`config.mk`:
```
export PLATFORM = sky130hd
export DESIGN_NAME = pcgc_ctrl
export DESIGN_NICKNAME = d
export VERILOG_FILES = /design/src/hdl/pcgc_pkg.sv /design/src/hdl/pcgc_ctrl.sv
export VERILOG_INCLUDE_DIRS = /design/src /design/src/hdl
export SDC_FILE = /design/constraint.sdc
export NUM_CORES = 1
export LEC_CHECK = 0
export ABC_AREA = 1
export BUFFER_PORTS_ARGS = -buffer_cell sky130_fd_sc_hd__buf_2
export CORE_ASPECT_RATIO = 1.1
export CORE_UTILIZATION = 26
export CTS_CLUSTER_SIZE = 28
export DETAILED_ROUTE_END_ITERATION = 16
export HOLD_SLACK_MARGIN = 0.03
export PLACE_DENSITY_LB_ADDON = 0.2
export SYNTH_ARGS = -nofsm -noshare
export SYNTH_HDL_FRONTEND = slang
export SYNTH_SLANG_ARGS = --single-unit
```
`constraint.sdc`:
```
create_clock -name clk -period 3.55 [get_ports clk]
set_input_delay 0.71 -clock clk [delete_from_list [all_inputs] [get_ports clk]]
set_output_delay 0.71 -clock clk [all_outputs]
set_load 0.02 [all_outputs]
```
`src/hdl/pcgc_cfg.svh`:
```
// Constants for the PLL and clock gating controller.
// Assumes inclusion by bare name from the package and the design.
`ifndef PCGC_CFG_SVH
`define PCGC_CFG_SVH
`define PCGC_OFF_SCSET 8'h00
`define PCGC_OFF_SCCLR 8'h04
`define PCGC_OFF_SCSTATE 8'h08
`define PCGC_OFF_PCSET 8'h10
`define PCGC_OFF_PCCLR 8'h14
`define PCGC_OFF_PCSTATE 8'h18
`define PCGC_OFF_PLLA 8'h28
`define PCGC_OFF_PLLB 8'h2C
`define PCGC_OFF_BUSCLK 8'h30
`define PCGC_OFF_OUTCLK 8'h40
`define PCGC_OFF_STATUS 8'h68
`define PCGC_SC_CORE 0
`define PCGC_SC_USBF 1
`define PCGC_SC_AUTOOFF 2
`define PCGC_SC_USBH 4
`define PCGC_SC_OUT0 8
`define PCGC_ST_PLL_A_LOCKED_FLAG 1
`define PCGC_ST_PLL_B_LOCKED_FLAG 2
`define PCGC_ST_BUSRDY 3
`define PCGC_ST_OUTRDY0 8
`define PCGC_PLL_RESET 32'h0000_3F00
`define PCGC_SEL_SLOW 2'h0
`define PCGC_POWER_OF_TWO_DIVIDER_FIELD_MAX 3'h6
`define PCGC_POWER_OF_TWO_DIVIDER_FIELD_EXTRA 8'h40
`define PCGC_SYNC_SETTLE 8'h04
`endif

```
`src/hdl/pcgc_pkg.sv`:
```
// Types for the PLL and clock gating controller.
// Assumes pcgc_cfg.svh is reachable on the include path.
`include "pcgc_cfg.svh"
package pcgc_pkg;
	typedef struct packed {
		logic [2:0] rsvd;
		logic halve;
		logic rsvd2;
		logic [10:0] mult;
		logic [1:0] rsvd3;
		logic [5:0] lockCount;
		logic [7:0] inDiv;
	} pcgc_pll_t;
	typedef struct packed {
		logic [21:0] rsvd;
		logic [1:0] ratio;
		logic [2:0] rsvd2;
		logic [2:0] power_of_two_divider_field;
		logic [1:0] src;
	} pcgc_busclk_t;
	typedef struct packed {
		logic [26:0] rsvd;
		logic [2:0] power_of_two_divider_field;
		logic [1:0] src;
	} pcgc_outclk_t;
	typedef enum logic [1:0] {
		PCGC_SW_IDLE = 2'b00,
		PCGC_SW_SETTLE = 2'b01,
		PCGC_SW_PRESC = 2'b10
	} pcgc_sw_t;
endpackage : pcgc_pkg

```
`src/hdl/pcgc_ctrl.sv`:
```
// PLL programming, bus clock selection and clock gating controller.
// Assumes an APB master on clk, a slow-rate enable pulse and clock enables.
//
// The implementer's own choices: the APB register port and the register offsets.
`timescale 1ns/10ps
`default_nettype none
`include "pcgc_cfg.svh"
module pcgc_ctrl (
	// System
	input wire logic clk,
	input wire logic rst,
	// APB slave
	input wire logic psel,
	input wire logic penable,
	input wire logic pwrite,
	input wire logic [7:0] paddr,
	input wire logic [31:0] pwdata,
	output logic [31:0] prdata,
	output logic pready,
	output logic pslverr,
	// Events
	input wire logic slowTick,
	input wire logic coreIrq,
	input wire logic instrDone,
	input wire logic usbSuspend,
	// Clock controls
	output logic [7:0] pllAInDiv,
	output logic [10:0] pllAMult,
	output logic pllAEnable,
	output logic [7:0] pllBInDiv,
	output logic [10:0] pllBMult,
	output logic pllBEnable,
	output logic pllBHalve,
	output logic [1:0] busSrc,
	output logic [2:0] busPres,
	output logic [1:0] coreRatio,
	output logic coreClkEn,
	output logic [31:0] periphClkEn,
	output logic usbFuncClkEn,
	output logic usbFuncBusClkEn,
	output logic usbHostClkEn,
	output logic [7:0] outClkCfg [0:3],
	output logic [3:0] outClkEn
);
	import pcgc_pkg::*;
	pcgc_pll_t pllA;
	pcgc_pll_t pllB;
	pcgc_busclk_t busCfg;
	pcgc_outclk_t outCfg [0:3];
	logic [5:0] lockCntA;
	logic [5:0] lockCntB;
	logic pll_a_locked_flag;
	logic pll_b_locked_flag;
	logic busRdy;
	logic [3:0] outRdy;
	logic stopPending;
	logic autoOff;
	logic slowSync1;
	logic slowSync2;
	logic slowSync3;
	logic slowEdge;
	pcgc_sw_t swState;
	logic [7:0] swCnt;
	logic wrEn;
	logic [31:0] next_rdata;
	logic [31:0] scState;
	logic [31:0] stat;
	pcgc_pll_t wrPll;

	assign wrEn = psel & penable & pwrite;
	assign wrPll = pcgc_pll_t'(pwdata);
	// Slow tick is taken through two flops before edge detection
	always_ff @(posedge clk) begin
		if (rst) begin
			slowSync1 <= 1'b0;
			slowSync2 <= 1'b0;
			slowSync3 <= 1'b0;
		end else begin
			slowSync1 <= slowTick;
			slowSync2 <= slowSync1;
			slowSync3 <= slowSync2;
		end
	end
	assign slowEdge = slowSync2 & ~slowSync3;

	// PLL A registers and lock logic
	always_ff @(posedge clk) begin
		if (rst) begin
			pllA <= pcgc_pll_t'(`PCGC_PLL_RESET);
			pll_a_locked_flag <= 1'b0;
			lockCntA <= '0;
		end else if (wrEn && paddr == `PCGC_OFF_PLLA) begin
			pllA <= wrPll;
			pllA.halve <= 1'b0;
			pll_a_locked_flag <= 1'b0;
			lockCntA <= wrPll.lockCount;
		end else if (slowEdge && pllA.mult != '0 && !pll_a_locked_flag) begin
			if (lockCntA == '0)
				pll_a_locked_flag <= 1'b1;
			else
				lockCntA <= lockCntA - 6'd1;
		end
	end

	// PLL B registers and lock logic
	always_ff @(posedge clk) begin
		if (rst) begin
			pllB <= pcgc_pll_t'(`PCGC_PLL_RESET);
			pll_b_locked_flag <= 1'b0;
			lockCntB <= '0;
		end else if (wrEn && paddr == `PCGC_OFF_PLLB) begin
			pllB <= wrPll;
			pll_b_locked_flag <= 1'b0;
			lockCntB <= wrPll.lockCount;
		end else if (slowEdge && pllB.mult != '0 && !pll_b_locked_flag) begin
			if (lockCntB == '0)
				pll_b_locked_flag <= 1'b1;
			else
				lockCntB <= lockCntB - 6'd1;
		end
	end

	// PLL control outputs registered
	always_ff @(posedge clk) begin
		if (rst) begin
			pllAInDiv <= '0;
			pllAMult <= '0;
			pllAEnable <= 1'b0;
			pllBInDiv <= '0;
			pllBMult <= '0;
			pllBEnable <= 1'b0;
			pllBHalve <= 1'b0;
		end else begin
			pllAInDiv <= pllA.inDiv;
			pllAMult <= pllA.mult;
			pllAEnable <= (pllA.mult != '0) && (pllA.inDiv != '0);
			pllBInDiv <= pllB.inDiv;
			pllBMult <= pllB.mult;
			pllBEnable <= (pllB.mult != '0) && (pllB.inDiv != '0);
			pllBHalve <= pllB.halve;
		end
	end

	// Bus clock config and switch sequencer; output held during settle
	always_ff @(posedge clk) begin
		if (rst) begin
			busCfg <= '0;
			busRdy <= 1'b1;
			swState <= PCGC_SW_IDLE;
			swCnt <= '0;
			busSrc <= `PCGC_SEL_SLOW;
			busPres <= '0;
			coreRatio <= '0;
		end else if (wrEn && paddr == `PCGC_OFF_BUSCLK) begin
			busCfg <= pcgc_busclk_t'(pwdata);
			busRdy <= 1'b0;
			swState <= PCGC_SW_SETTLE;
			swCnt <= `PCGC_SYNC_SETTLE;
		end else begin
			case (swState)
				PCGC_SW_IDLE: swCnt <= '0;
				PCGC_SW_SETTLE: begin
					if (swCnt == '0) begin
						busSrc <= busCfg.src;
						busPres <= (busCfg.power_of_two_divider_field > `PCGC_POWER_OF_TWO_DIVIDER_FIELD_MAX) ? `PCGC_POWER_OF_TWO_DIVIDER_FIELD_MAX
							: busCfg.power_of_two_divider_field;
						coreRatio <= busCfg.ratio;
						if (busCfg.power_of_two_divider_field != '0) begin
							swState <= PCGC_SW_PRESC;
							swCnt <= `PCGC_POWER_OF_TWO_DIVIDER_FIELD_EXTRA;
						end else begin
							swState <= PCGC_SW_IDLE;
							busRdy <= 1'b1;
						end
					end else if (slowEdge) begin
						swCnt <= swCnt - 8'd1;
					end
				end
				PCGC_SW_PRESC: begin
					if (swCnt == '0) begin
						swState <= PCGC_SW_IDLE;
						busRdy <= 1'b1;
					end else begin
						swCnt <= swCnt - 8'd1;
					end
				end
				default: swState <= PCGC_SW_IDLE;
			endcase
		end
	end

	// Core clock gate; wake wins over a stop request
	always_ff @(posedge clk) begin
		if (rst) begin
			coreClkEn <= 1'b1;
			stopPending <= 1'b0;
		end else if (coreIrq) begin
			coreClkEn <= 1'b1;
			stopPending <= 1'b0;
		end else if (wrEn && paddr == `PCGC_OFF_SCCLR && pwdata[`PCGC_SC_CORE]) begin
			stopPending <= 1'b1;
		end else if (wrEn && paddr == `PCGC_OFF_SCSET && pwdata[`PCGC_SC_CORE]) begin
			coreClkEn <= 1'b1;
			stopPending <= 1'b0;
		end else if (stopPending && instrDone) begin
			coreClkEn <= 1'b0;
			stopPending <= 1'b0;
		end
	end

	// USB function, host and auto-off bits; suspend overrides the USB function enable
	always_ff @(posedge clk) begin
		if (rst) begin
			usbFuncClkEn <= 1'b0;
			usbHostClkEn <= 1'b0;
			autoOff <= 1'b0;
			usbFuncBusClkEn <= 1'b1;
		end else begin
			if (usbSuspend) begin
				usbFuncClkEn <= 1'b0;
				if (autoOff)
					usbFuncBusClkEn <= 1'b0;
			end else if (wrEn && paddr == `PCGC_OFF_SCSET && pwdata[`PCGC_SC_USBF]) begin
				usbFuncClkEn <= 1'b1;
				usbFuncBusClkEn <= 1'b1;
			end else if (wrEn && paddr == `PCGC_OFF_SCCLR && pwdata[`PCGC_SC_USBF]) begin
				usbFuncClkEn <= 1'b0;
			end
			if (wrEn && paddr == `PCGC_OFF_SCSET && pwdata[`PCGC_SC_USBH])
				usbHostClkEn <= 1'b1;
			else if (wrEn && paddr == `PCGC_OFF_SCCLR && pwdata[`PCGC_SC_USBH])
				usbHostClkEn <= 1'b0;
			if (wrEn && paddr == `PCGC_OFF_SCSET && pwdata[`PCGC_SC_AUTOOFF])
				autoOff <= 1'b1;
			else if (wrEn && paddr == `PCGC_OFF_SCCLR && pwdata[`PCGC_SC_AUTOOFF])
				autoOff <= 1'b0;
		end
	end

	// Peripheral gates, one per identifier
	genvar g;
	generate
		for (g = 0; g < 32; g++) begin : gPeriph
			always_ff @(posedge clk) begin
				if (rst)
					periphClkEn[g] <= 1'b0;
				else if (wrEn && paddr == `PCGC_OFF_PCSET && pwdata[g])
					periphClkEn[g] <= 1'b1;
				else if (wrEn && paddr == `PCGC_OFF_PCCLR && pwdata[g])
					periphClkEn[g] <= 1'b0;
			end
		end
		// Output clocks; ready set one cycle after config lands
		for (g = 0; g < 4; g++) begin : gOut
			always_ff @(posedge clk) begin
				if (rst) begin
					outCfg[g] <= '0;
					outClkEn[g] <= 1'b0;
					outRdy[g] <= 1'b0;
					outClkCfg[g] <= '0;
				end else begin
					if (wrEn && paddr == `PCGC_OFF_OUTCLK + 8'(4 * g)) begin
						outCfg[g] <= pcgc_outclk_t'(pwdata);
						outRdy[g] <= 1'b0;
					end else begin
						outClkCfg[g] <= {3'h0, outCfg[g].power_of_two_divider_field, outCfg[g].src};
						outRdy[g] <= 1'b1;
					end
					if (wrEn && paddr == `PCGC_OFF_SCSET && pwdata[`PCGC_SC_OUT0 + g])
						outClkEn[g] <= 1'b1;
					else if (wrEn && paddr == `PCGC_OFF_SCCLR && pwdata[`PCGC_SC_OUT0 + g])
						outClkEn[g] <= 1'b0;
				end
			end
		end
	endgenerate

	// Read mux
	always_comb begin
		scState = '0;
		scState[`PCGC_SC_CORE] = coreClkEn;
		scState[`PCGC_SC_USBF] = usbFuncClkEn;
		scState[`PCGC_SC_AUTOOFF] = autoOff;
		scState[`PCGC_SC_USBH] = usbHostClkEn;
		scState[`PCGC_SC_OUT0 +: 4] = outClkEn;
		stat = '0;
		stat[`PCGC_ST_PLL_A_LOCKED_FLAG] = pll_a_locked_flag;
		stat[`PCGC_ST_PLL_B_LOCKED_FLAG] = pll_b_locked_flag;
		stat[`PCGC_ST_BUSRDY] = busRdy;
		stat[`PCGC_ST_OUTRDY0 +: 4] = outRdy;
		case (paddr)
			`PCGC_OFF_SCSTATE: next_rdata = scState;
			`PCGC_OFF_PCSTATE: next_rdata = periphClkEn;
			`PCGC_OFF_PLLA: next_rdata = pllA;
			`PCGC_OFF_PLLB: next_rdata = pllB;
			`PCGC_OFF_BUSCLK: next_rdata = busCfg;
			`PCGC_OFF_OUTCLK: next_rdata = outCfg[0];
			`PCGC_OFF_OUTCLK + 8'h04: next_rdata = outCfg[1];
			`PCGC_OFF_OUTCLK + 8'h08: next_rdata = outCfg[2];
			`PCGC_OFF_OUTCLK + 8'h0C: next_rdata = outCfg[3];
			`PCGC_OFF_STATUS: next_rdata = stat;
			default: next_rdata = '0;
		endcase
	end

	// APB answer: no wait states, data registered
	always_ff @(posedge clk) begin
		if (rst) begin
			prdata <= '0;
			pready <= 1'b0;
			pslverr <= 1'b0;
		end else begin
			pready <= psel & ~penable;
			pslverr <= 1'b0;
			if (psel & ~penable & ~pwrite)
				prdata <= next_rdata;
		end
	end
	a_lock_clear: assert property (@(posedge clk) disable iff (rst)
		wrEn && paddr == `PCGC_OFF_PLLA |=> !pll_a_locked_flag)
		else $error("lock A not cleared on write");
	a_ready_clear: assert property (@(posedge clk) disable iff (rst)
		wrEn && paddr == `PCGC_OFF_BUSCLK |=> !busRdy)
		else $error("bus ready not cleared");
	a_periph_set: assert property (@(posedge clk) disable iff (rst)
		wrEn && paddr == `PCGC_OFF_PCSET && pwdata[0] |=> periphClkEn[0])
		else $error("peripheral enable missed");
	a_core_wake: assert property (@(posedge clk) disable iff (rst)
		coreIrq |=> coreClkEn)
		else $error("core not woken");
	a_core_wait: assert property (@(posedge clk) disable iff (rst)
		coreClkEn && !instrDone && !coreIrq |=> coreClkEn)
		else $error("core stopped mid instruction");
	a_suspend_off: assert property (@(posedge clk) disable iff (rst)
		usbSuspend |=> !usbFuncClkEn)
		else $error("usb clock still on in suspend");
	a_lock_step: assert property (@(posedge clk) disable iff (rst)
		$rose(pll_a_locked_flag) |-> $past(lockCntA) == 6'd0)
		else $error("lock set before count done");
	a_power_of_two_divider_field_wait: assert property (@(posedge clk) disable iff (rst)
		swState == PCGC_SW_PRESC && !wrEn |-> !busRdy)
		else $error("ready during prescale wait");
endmodule : pcgc_ctrl
`default_nettype wire

```
# Yosys cells after proc, flatten, opt, wreduce, memory -nomap -nowiden

Memories as Yosys holds them, arrays and structs flattened.
Cells that the tools add are included.

Register bits: 270
Bits in writable memories: 128
Bits of input ports: 49
Output and inout port bits: 154
Logic and storage cells: 447
Memories: 1

Add/subtract/negate cells: 3
$lt $le $gt $ge: 1
Eq/ne operators: 30
Muxes and demuxes: 131
Bitwise logic cells: 15
Reductions and logical operators: 174

Memories:

| memory | words | bits a word | rd ports | clocked after Yosys merged registers in | wr ports | line            | RTL |
|---|---|---|---|---|---|---|---|
| outCfg | 4     | 32          | 4        | 0                                       | 4        | pcgc_ctrl.sv:49 | `pcgc_outclk_t outCfg [0:3];` |

Operators with widths:

| operator            | count |
|---|---|
| $pmux 32 s10        | 1 |
| $mux 32             | 4 |
| $mux 1              | 108 |
| $logic_and 1x1->1   | 98 |
| $reduce_bool 2->1   | 43 |
| $eq 8x7->1 const B  | 5 |
| $mux 6              | 6 |
| $mux 8              | 4 |
| $eq 8x5->1 const B  | 3 |
| $eq 8x6->1 const B  | 3 |
| $pmux 8 s3          | 1 |
| $reduce_bool 11->1  | 2 |
| $ne 3x3->1 const B  | 6 |
| $logic_not 8->1     | 2 |
| $reduce_bool 8->1   | 2 |
| $logic_not 6->1     | 2 |
| $ne 2x2->1 const B  | 6 |
| $reduce_and 2->1    | 6 |
| $reduce_and 4->1    | 3 |
| $reduce_bool 3->1   | 4 |
| $sub 6x1->6 const B | 2 |
| $reduce_or 2->1     | 5 |
| $reduce_and 3->1    | 3 |
| $eq 8x3->1 const B  | 1 |
| other kinds (17)    | 34 |

# Logic depth before layout (Yosys ltp)

Word-level depth: 7
Depth in mapped cells: 13
Depth with buffers taken out: 13

# Worst setup path after synthesis

OpenSTA, ideal clock, no wires.

Path kind: in2reg
Start point: input port paddr[2]
End point: memory outCfg[2][0] (netlist name), enable pin
Setup time: 0.390 ns
Data arrival time: 2.312 ns
Data required time: 3.160 ns
Path slack: 0.848 ns
Stages: 8
Buffers on the path: 1
Cells stage by stage: buf_6 -> inv_2 -> nand3_2 -> nor2_4 -> inv_2 -> nor2_4 -> inv_1 -> nand2_1

RTL lines:

| what        | line            | RTL |
|---|---|---|
| from (decl) | pcgc_ctrl.sv:16 | `input wire logic [7:0] paddr,` |
| to (decl)   | pcgc_ctrl.sv:49 |  |

# Worst setup path after layout

Start point: input port paddr[2]
End point: register pllB[25] (netlist name)

Word-level cells in the longest chain between the ends: 2

RTL lines:

| what                               | line             | RTL |
|---|---|---|
| $eq 8x6->1                         | --               |  |
| $logic_and 1x1->1 (no source line) | --               |  |
| to (signal assigned)               | pcgc_ctrl.sv:108 | `` pllB <= pcgc_pll_t'(`PCGC_PLL_RESET); `` |
| to (signal assigned)               | pcgc_ctrl.sv:112 | `pllB <= wrPll;` |
| to (decl)                          | pcgc_ctrl.sv:47  | `pcgc_pll_t pllB;` |

Every way passes these cells.
A chain may end at the register's enable or synchronous reset.

==> flow_summary_export.csv <==
group,metric,value,unit
run_status,status,"finished clean",
drt,drc_errors,0,
clock_network,htreeDepth,2,
placed_design,numPortBuffers,189,
critical_path,r2r_start,"swCnt[0]",
sta,finalHoldViolations,0,
placed_design,dp_cells,3054,
hold_path,whs_path_depth,2,
final_layout,fill_cells,6882,
clock_network,numClockSinks,398,
critical_path,worstPathMaxFanout,41,
critical_path,path_class,"input port to register",
power_and_ir_drop,intPower,7.706,mW
clock_network,postCtsResizedCells,0,
clock_network,numCtsBuffers,45,
synthesis,syn_inst,2087,
power_and_ir_drop,power_frac_clock,47.2,%
floorplanning,ios,203,
synthesis,ys_seq_area_share,54.65,%
sta,skew,0.02796,ns
drt,wl_per_cell,19.90,um
clock_network,postCtsSetupBuffers,0,
clock_network,clockRootBuffer,"clkbuf_16",
grt,use_met1,23.82,%
drt,ant_nets,0,
placed_design,placed_area,0.01874,mm^2
critical_path,critPathRequiredTime,4.00,ns
critical_path,critPathMaxStageDelay,0.35,ns
placed_design,place_congestion,0.8206,
sta,slew_violations,0,
sta,slew_headroom,38.77,%
synthesis,syn_area,0.01692,mm^2
final_layout,stdcell_count,3140,
grt,grt_max_degree,95,
power_and_ir_drop,seqPwrFrac,47.7,%
synthesis,yosysWarnings,0,
grt,gr-total-overflow,0,
drt,first_pass_iters,5,
critical_path,critPathCaptureType,"register",
clock_network,clk_path_buf_depth,3,
final_layout,synthToLayoutAreaGrowth,19.58,%
critical_path,crit_start,"paddr[2]",
critical_path,critPathArrivalTime,2.64,ns
grt,grt_pass1_vias,14267,
power_and_ir_drop,sw_frac_of_total,23.89,%
drt,totalWireLength,62.47,mm
sta,fin_tns_setup,0,ns
critical_path,cpMaxStageDelayCell,"inv_2",
critical_path,startpoint_type,"input port",
grt,track_usage,18.65,%
placed_design,dp_hpwl,41.40,mm
floorplanning,die_w,245.3,um
drt,via_per_inst,4.652,
drt,vias,14608,
clock_network,hold_buffers,0,
clock_network,cts.clk_slew.worst_paths,0.06,ns
grt,busiest_layer,"met2",
power_and_ir_drop,p_sw,2.419,mW
final_layout,drive_above_1_share,15.19,%
sta,rsz0062_at_grt,"no",
sta,finalSetupViolCount,0,
grt,antenna_found_initial,5,
hold_path,hold_path.class,"input port to register",
final_layout,nets,2318,
sta,max_freq,456.8,MHz
floorplanning,start_util,26.41,%
sta,hold_slack,0.3294,ns
sta,period_minus_slack,2.189,ns
final_layout,multi_input_area,0.006474,mm^2
clock_network,cts_tree,"yes",
critical_path,path_cells,"buf_2 -> nand2_2 -> nor2_8 -> nand2_4 -> nor2_8 -> inv_2 -> buf_4 -> o21ai_0 -> a21oi_1",
flow_run,cap_violations,0,
final_layout,regArea,0.009249,mm^2
critical_path,r2r_cells,9,
synthesis,synth.avg_cell_area,8.110,um^2
clock_network,clkLatencyLatePin,0.59,ns
floorplanning,die_area,0.06612,mm^2
synthesis,ys_ff_latch,398,
sta,min_period_over_period,61.67,%
power_and_ir_drop,p_leak,8.798,nW
hold_path,hp-start,"usbSuspend",
power_and_ir_drop,ir_worst_vdd,282.9,uV
power_and_ir_drop,finalPower,10.12,mW
floorplanning,core.rowCount,97,
floorplanning,fp.dieH,269.6,um
grt,grtUsageMet2,31.47,%
floorplanning,core_region_area,0.06408,mm^2
power_and_ir_drop,power.share.combinational,5.1,%
final_layout,fin_area,0.02024,mm^2
synthesis,synth_cell_types,41,
grt,grt_pass1_wl,92.34,mm
drt,drt_iter0_drc,1009,
power_and_ir_drop,p_per_area,500.2,mW/mm^2
critical_path,crit_top_cell,"nor2_8",
grt,grtUsageMet3,3.394,%
sta,tightest_slew,0.9185,ns
-- flip-flops by register name (all words and copies together), names as in the netlist, 8 cells and up --
signal and flops:
outClkCfg 20, periphClkEn 32, outCfg 128, pllBMult 11, pllB 32, pllBInDiv 8
pllAMult 11, busCfg 32, pllAInDiv 8, prdata 32, pllA 31, swCnt 8
-- synth_stat cells, drive strengths merged --
master,instances,area (um^2)
nand2,505,1926
nor2,334,1394
dfxtp,270,5405
a21oi,183,915.9
o21ai,172,860.8
nand3,166,883.3
inv,158,593.1
edfxtp,128,3844
buf,70,485.5
clkbuf,45,170.2
nand4,13,81.33
ha,9,112.6
xor2,8,70.07
nor3,7,51.30
a211o,4,35.03
clkinv,3,12.51
nand3b,2,15.01
or2,2,12.52
xnor2,2,17.52
a211oi,1,7.510
a21o,1,7.510
conb,1,3.750
o211ai,1,7.510
o21bai,1,7.510
o22ai,1,6.260
-- logic make-up (layout without fill, tap and decap cells) --
group / count (synthesis) / in the layout / synth area share, %
compound gates: 364 / 364 / 10.92
simple gates: 1029 / 1029 / 25.78
flops: 398 / 398 / 54.65
xor+xnor: 10 / 10 / 0.5175
fa+ha+maj: 9 / 9 / 0.6653
buf+inv: 276 / 474 / 7.452
other cells: 1 / 15 / 0.02216
-- path summary, 6_finish.rpt --
path / endpoint / slack [ns]
max reg2reg: coreRatio[1] / 1.42
min: usbFuncClkEn / 0.33
min reg2reg: slowSync2 / 0.41
max: pllB[25] / 1.36
-- cell usage in the layout (no fill, tap or decap), drive strengths merged, types with 2 or more instances in the layout --
| cell type | instances |
|---|---|
| a211o | 4 |
| a21oi | 183 |
| buf | 229 |
| bufinv | 2 |
| clkbuf | 72 |
| clkinv | 10 |
| clkinvlp | 2 |
| conb | 13 |
| dfxtp | 270 |
| diode | 2 |
| edfxtp | 128 |
| ha | 9 |
| inv | 159 |
| nand2 | 505 |
| nand3 | 166 |
| nand3b | 2 |
| nand4 | 13 |
| nor2 | 334 |
| nor3 | 7 |
| o21ai | 172 |
| or2 | 2 |
| xnor2 | 2 |
| xor2 | 8 |
-- cell type report --
class,count,share of cell area (%)
timing repair buffer,229,6.726
inverter,161,2.992
clock inverter,12,0.5997
antenna,2,0.02473
tap,841,5.199
clock buffer,72,6.775
multi-input combinational,1425,31.99
sequential,398,45.70
-- power by group through the flow --
stage | Combinational, mW | Sequential (mW) | Clock, mW
final | 0.516 | 4.83 | 4.78
after global routing | 0.565 | 4.84 | 5.05
after CTS | 0.522 | 4.83 | 4.88
after detailed placement | 0.520 | 4.93 | 0
after global placement | 0.516 | 4.93 | 0
after floorplan | 0.298 | 4.93 | 0
-- stage by stage --
stage	utilization, %	setup WS (ns)
floorplan	-	0.8482
global placement	29.25	0.7566
detailed placement	29.25	0.7654
CTS	31.58	1.374
global route	31.58	1.102
finish	31.58	1.361
-- critical path: cells and delay by family --
family / cells / cell delay, ns
AOI/OAI and AO/OA: 2 / 0.22
buffers and inverters: 3 / 0.94
and+or+nand+nor: 4 / 0.75
-- routing by layer --
layer,routed length (um),part of all wire [%]
met1,27250,44
met2,29880,48
met3,3622,5.8
met4,1677,2.7
met5,37,0.059
No activity file was read; power rests on OpenSTA's default activity.
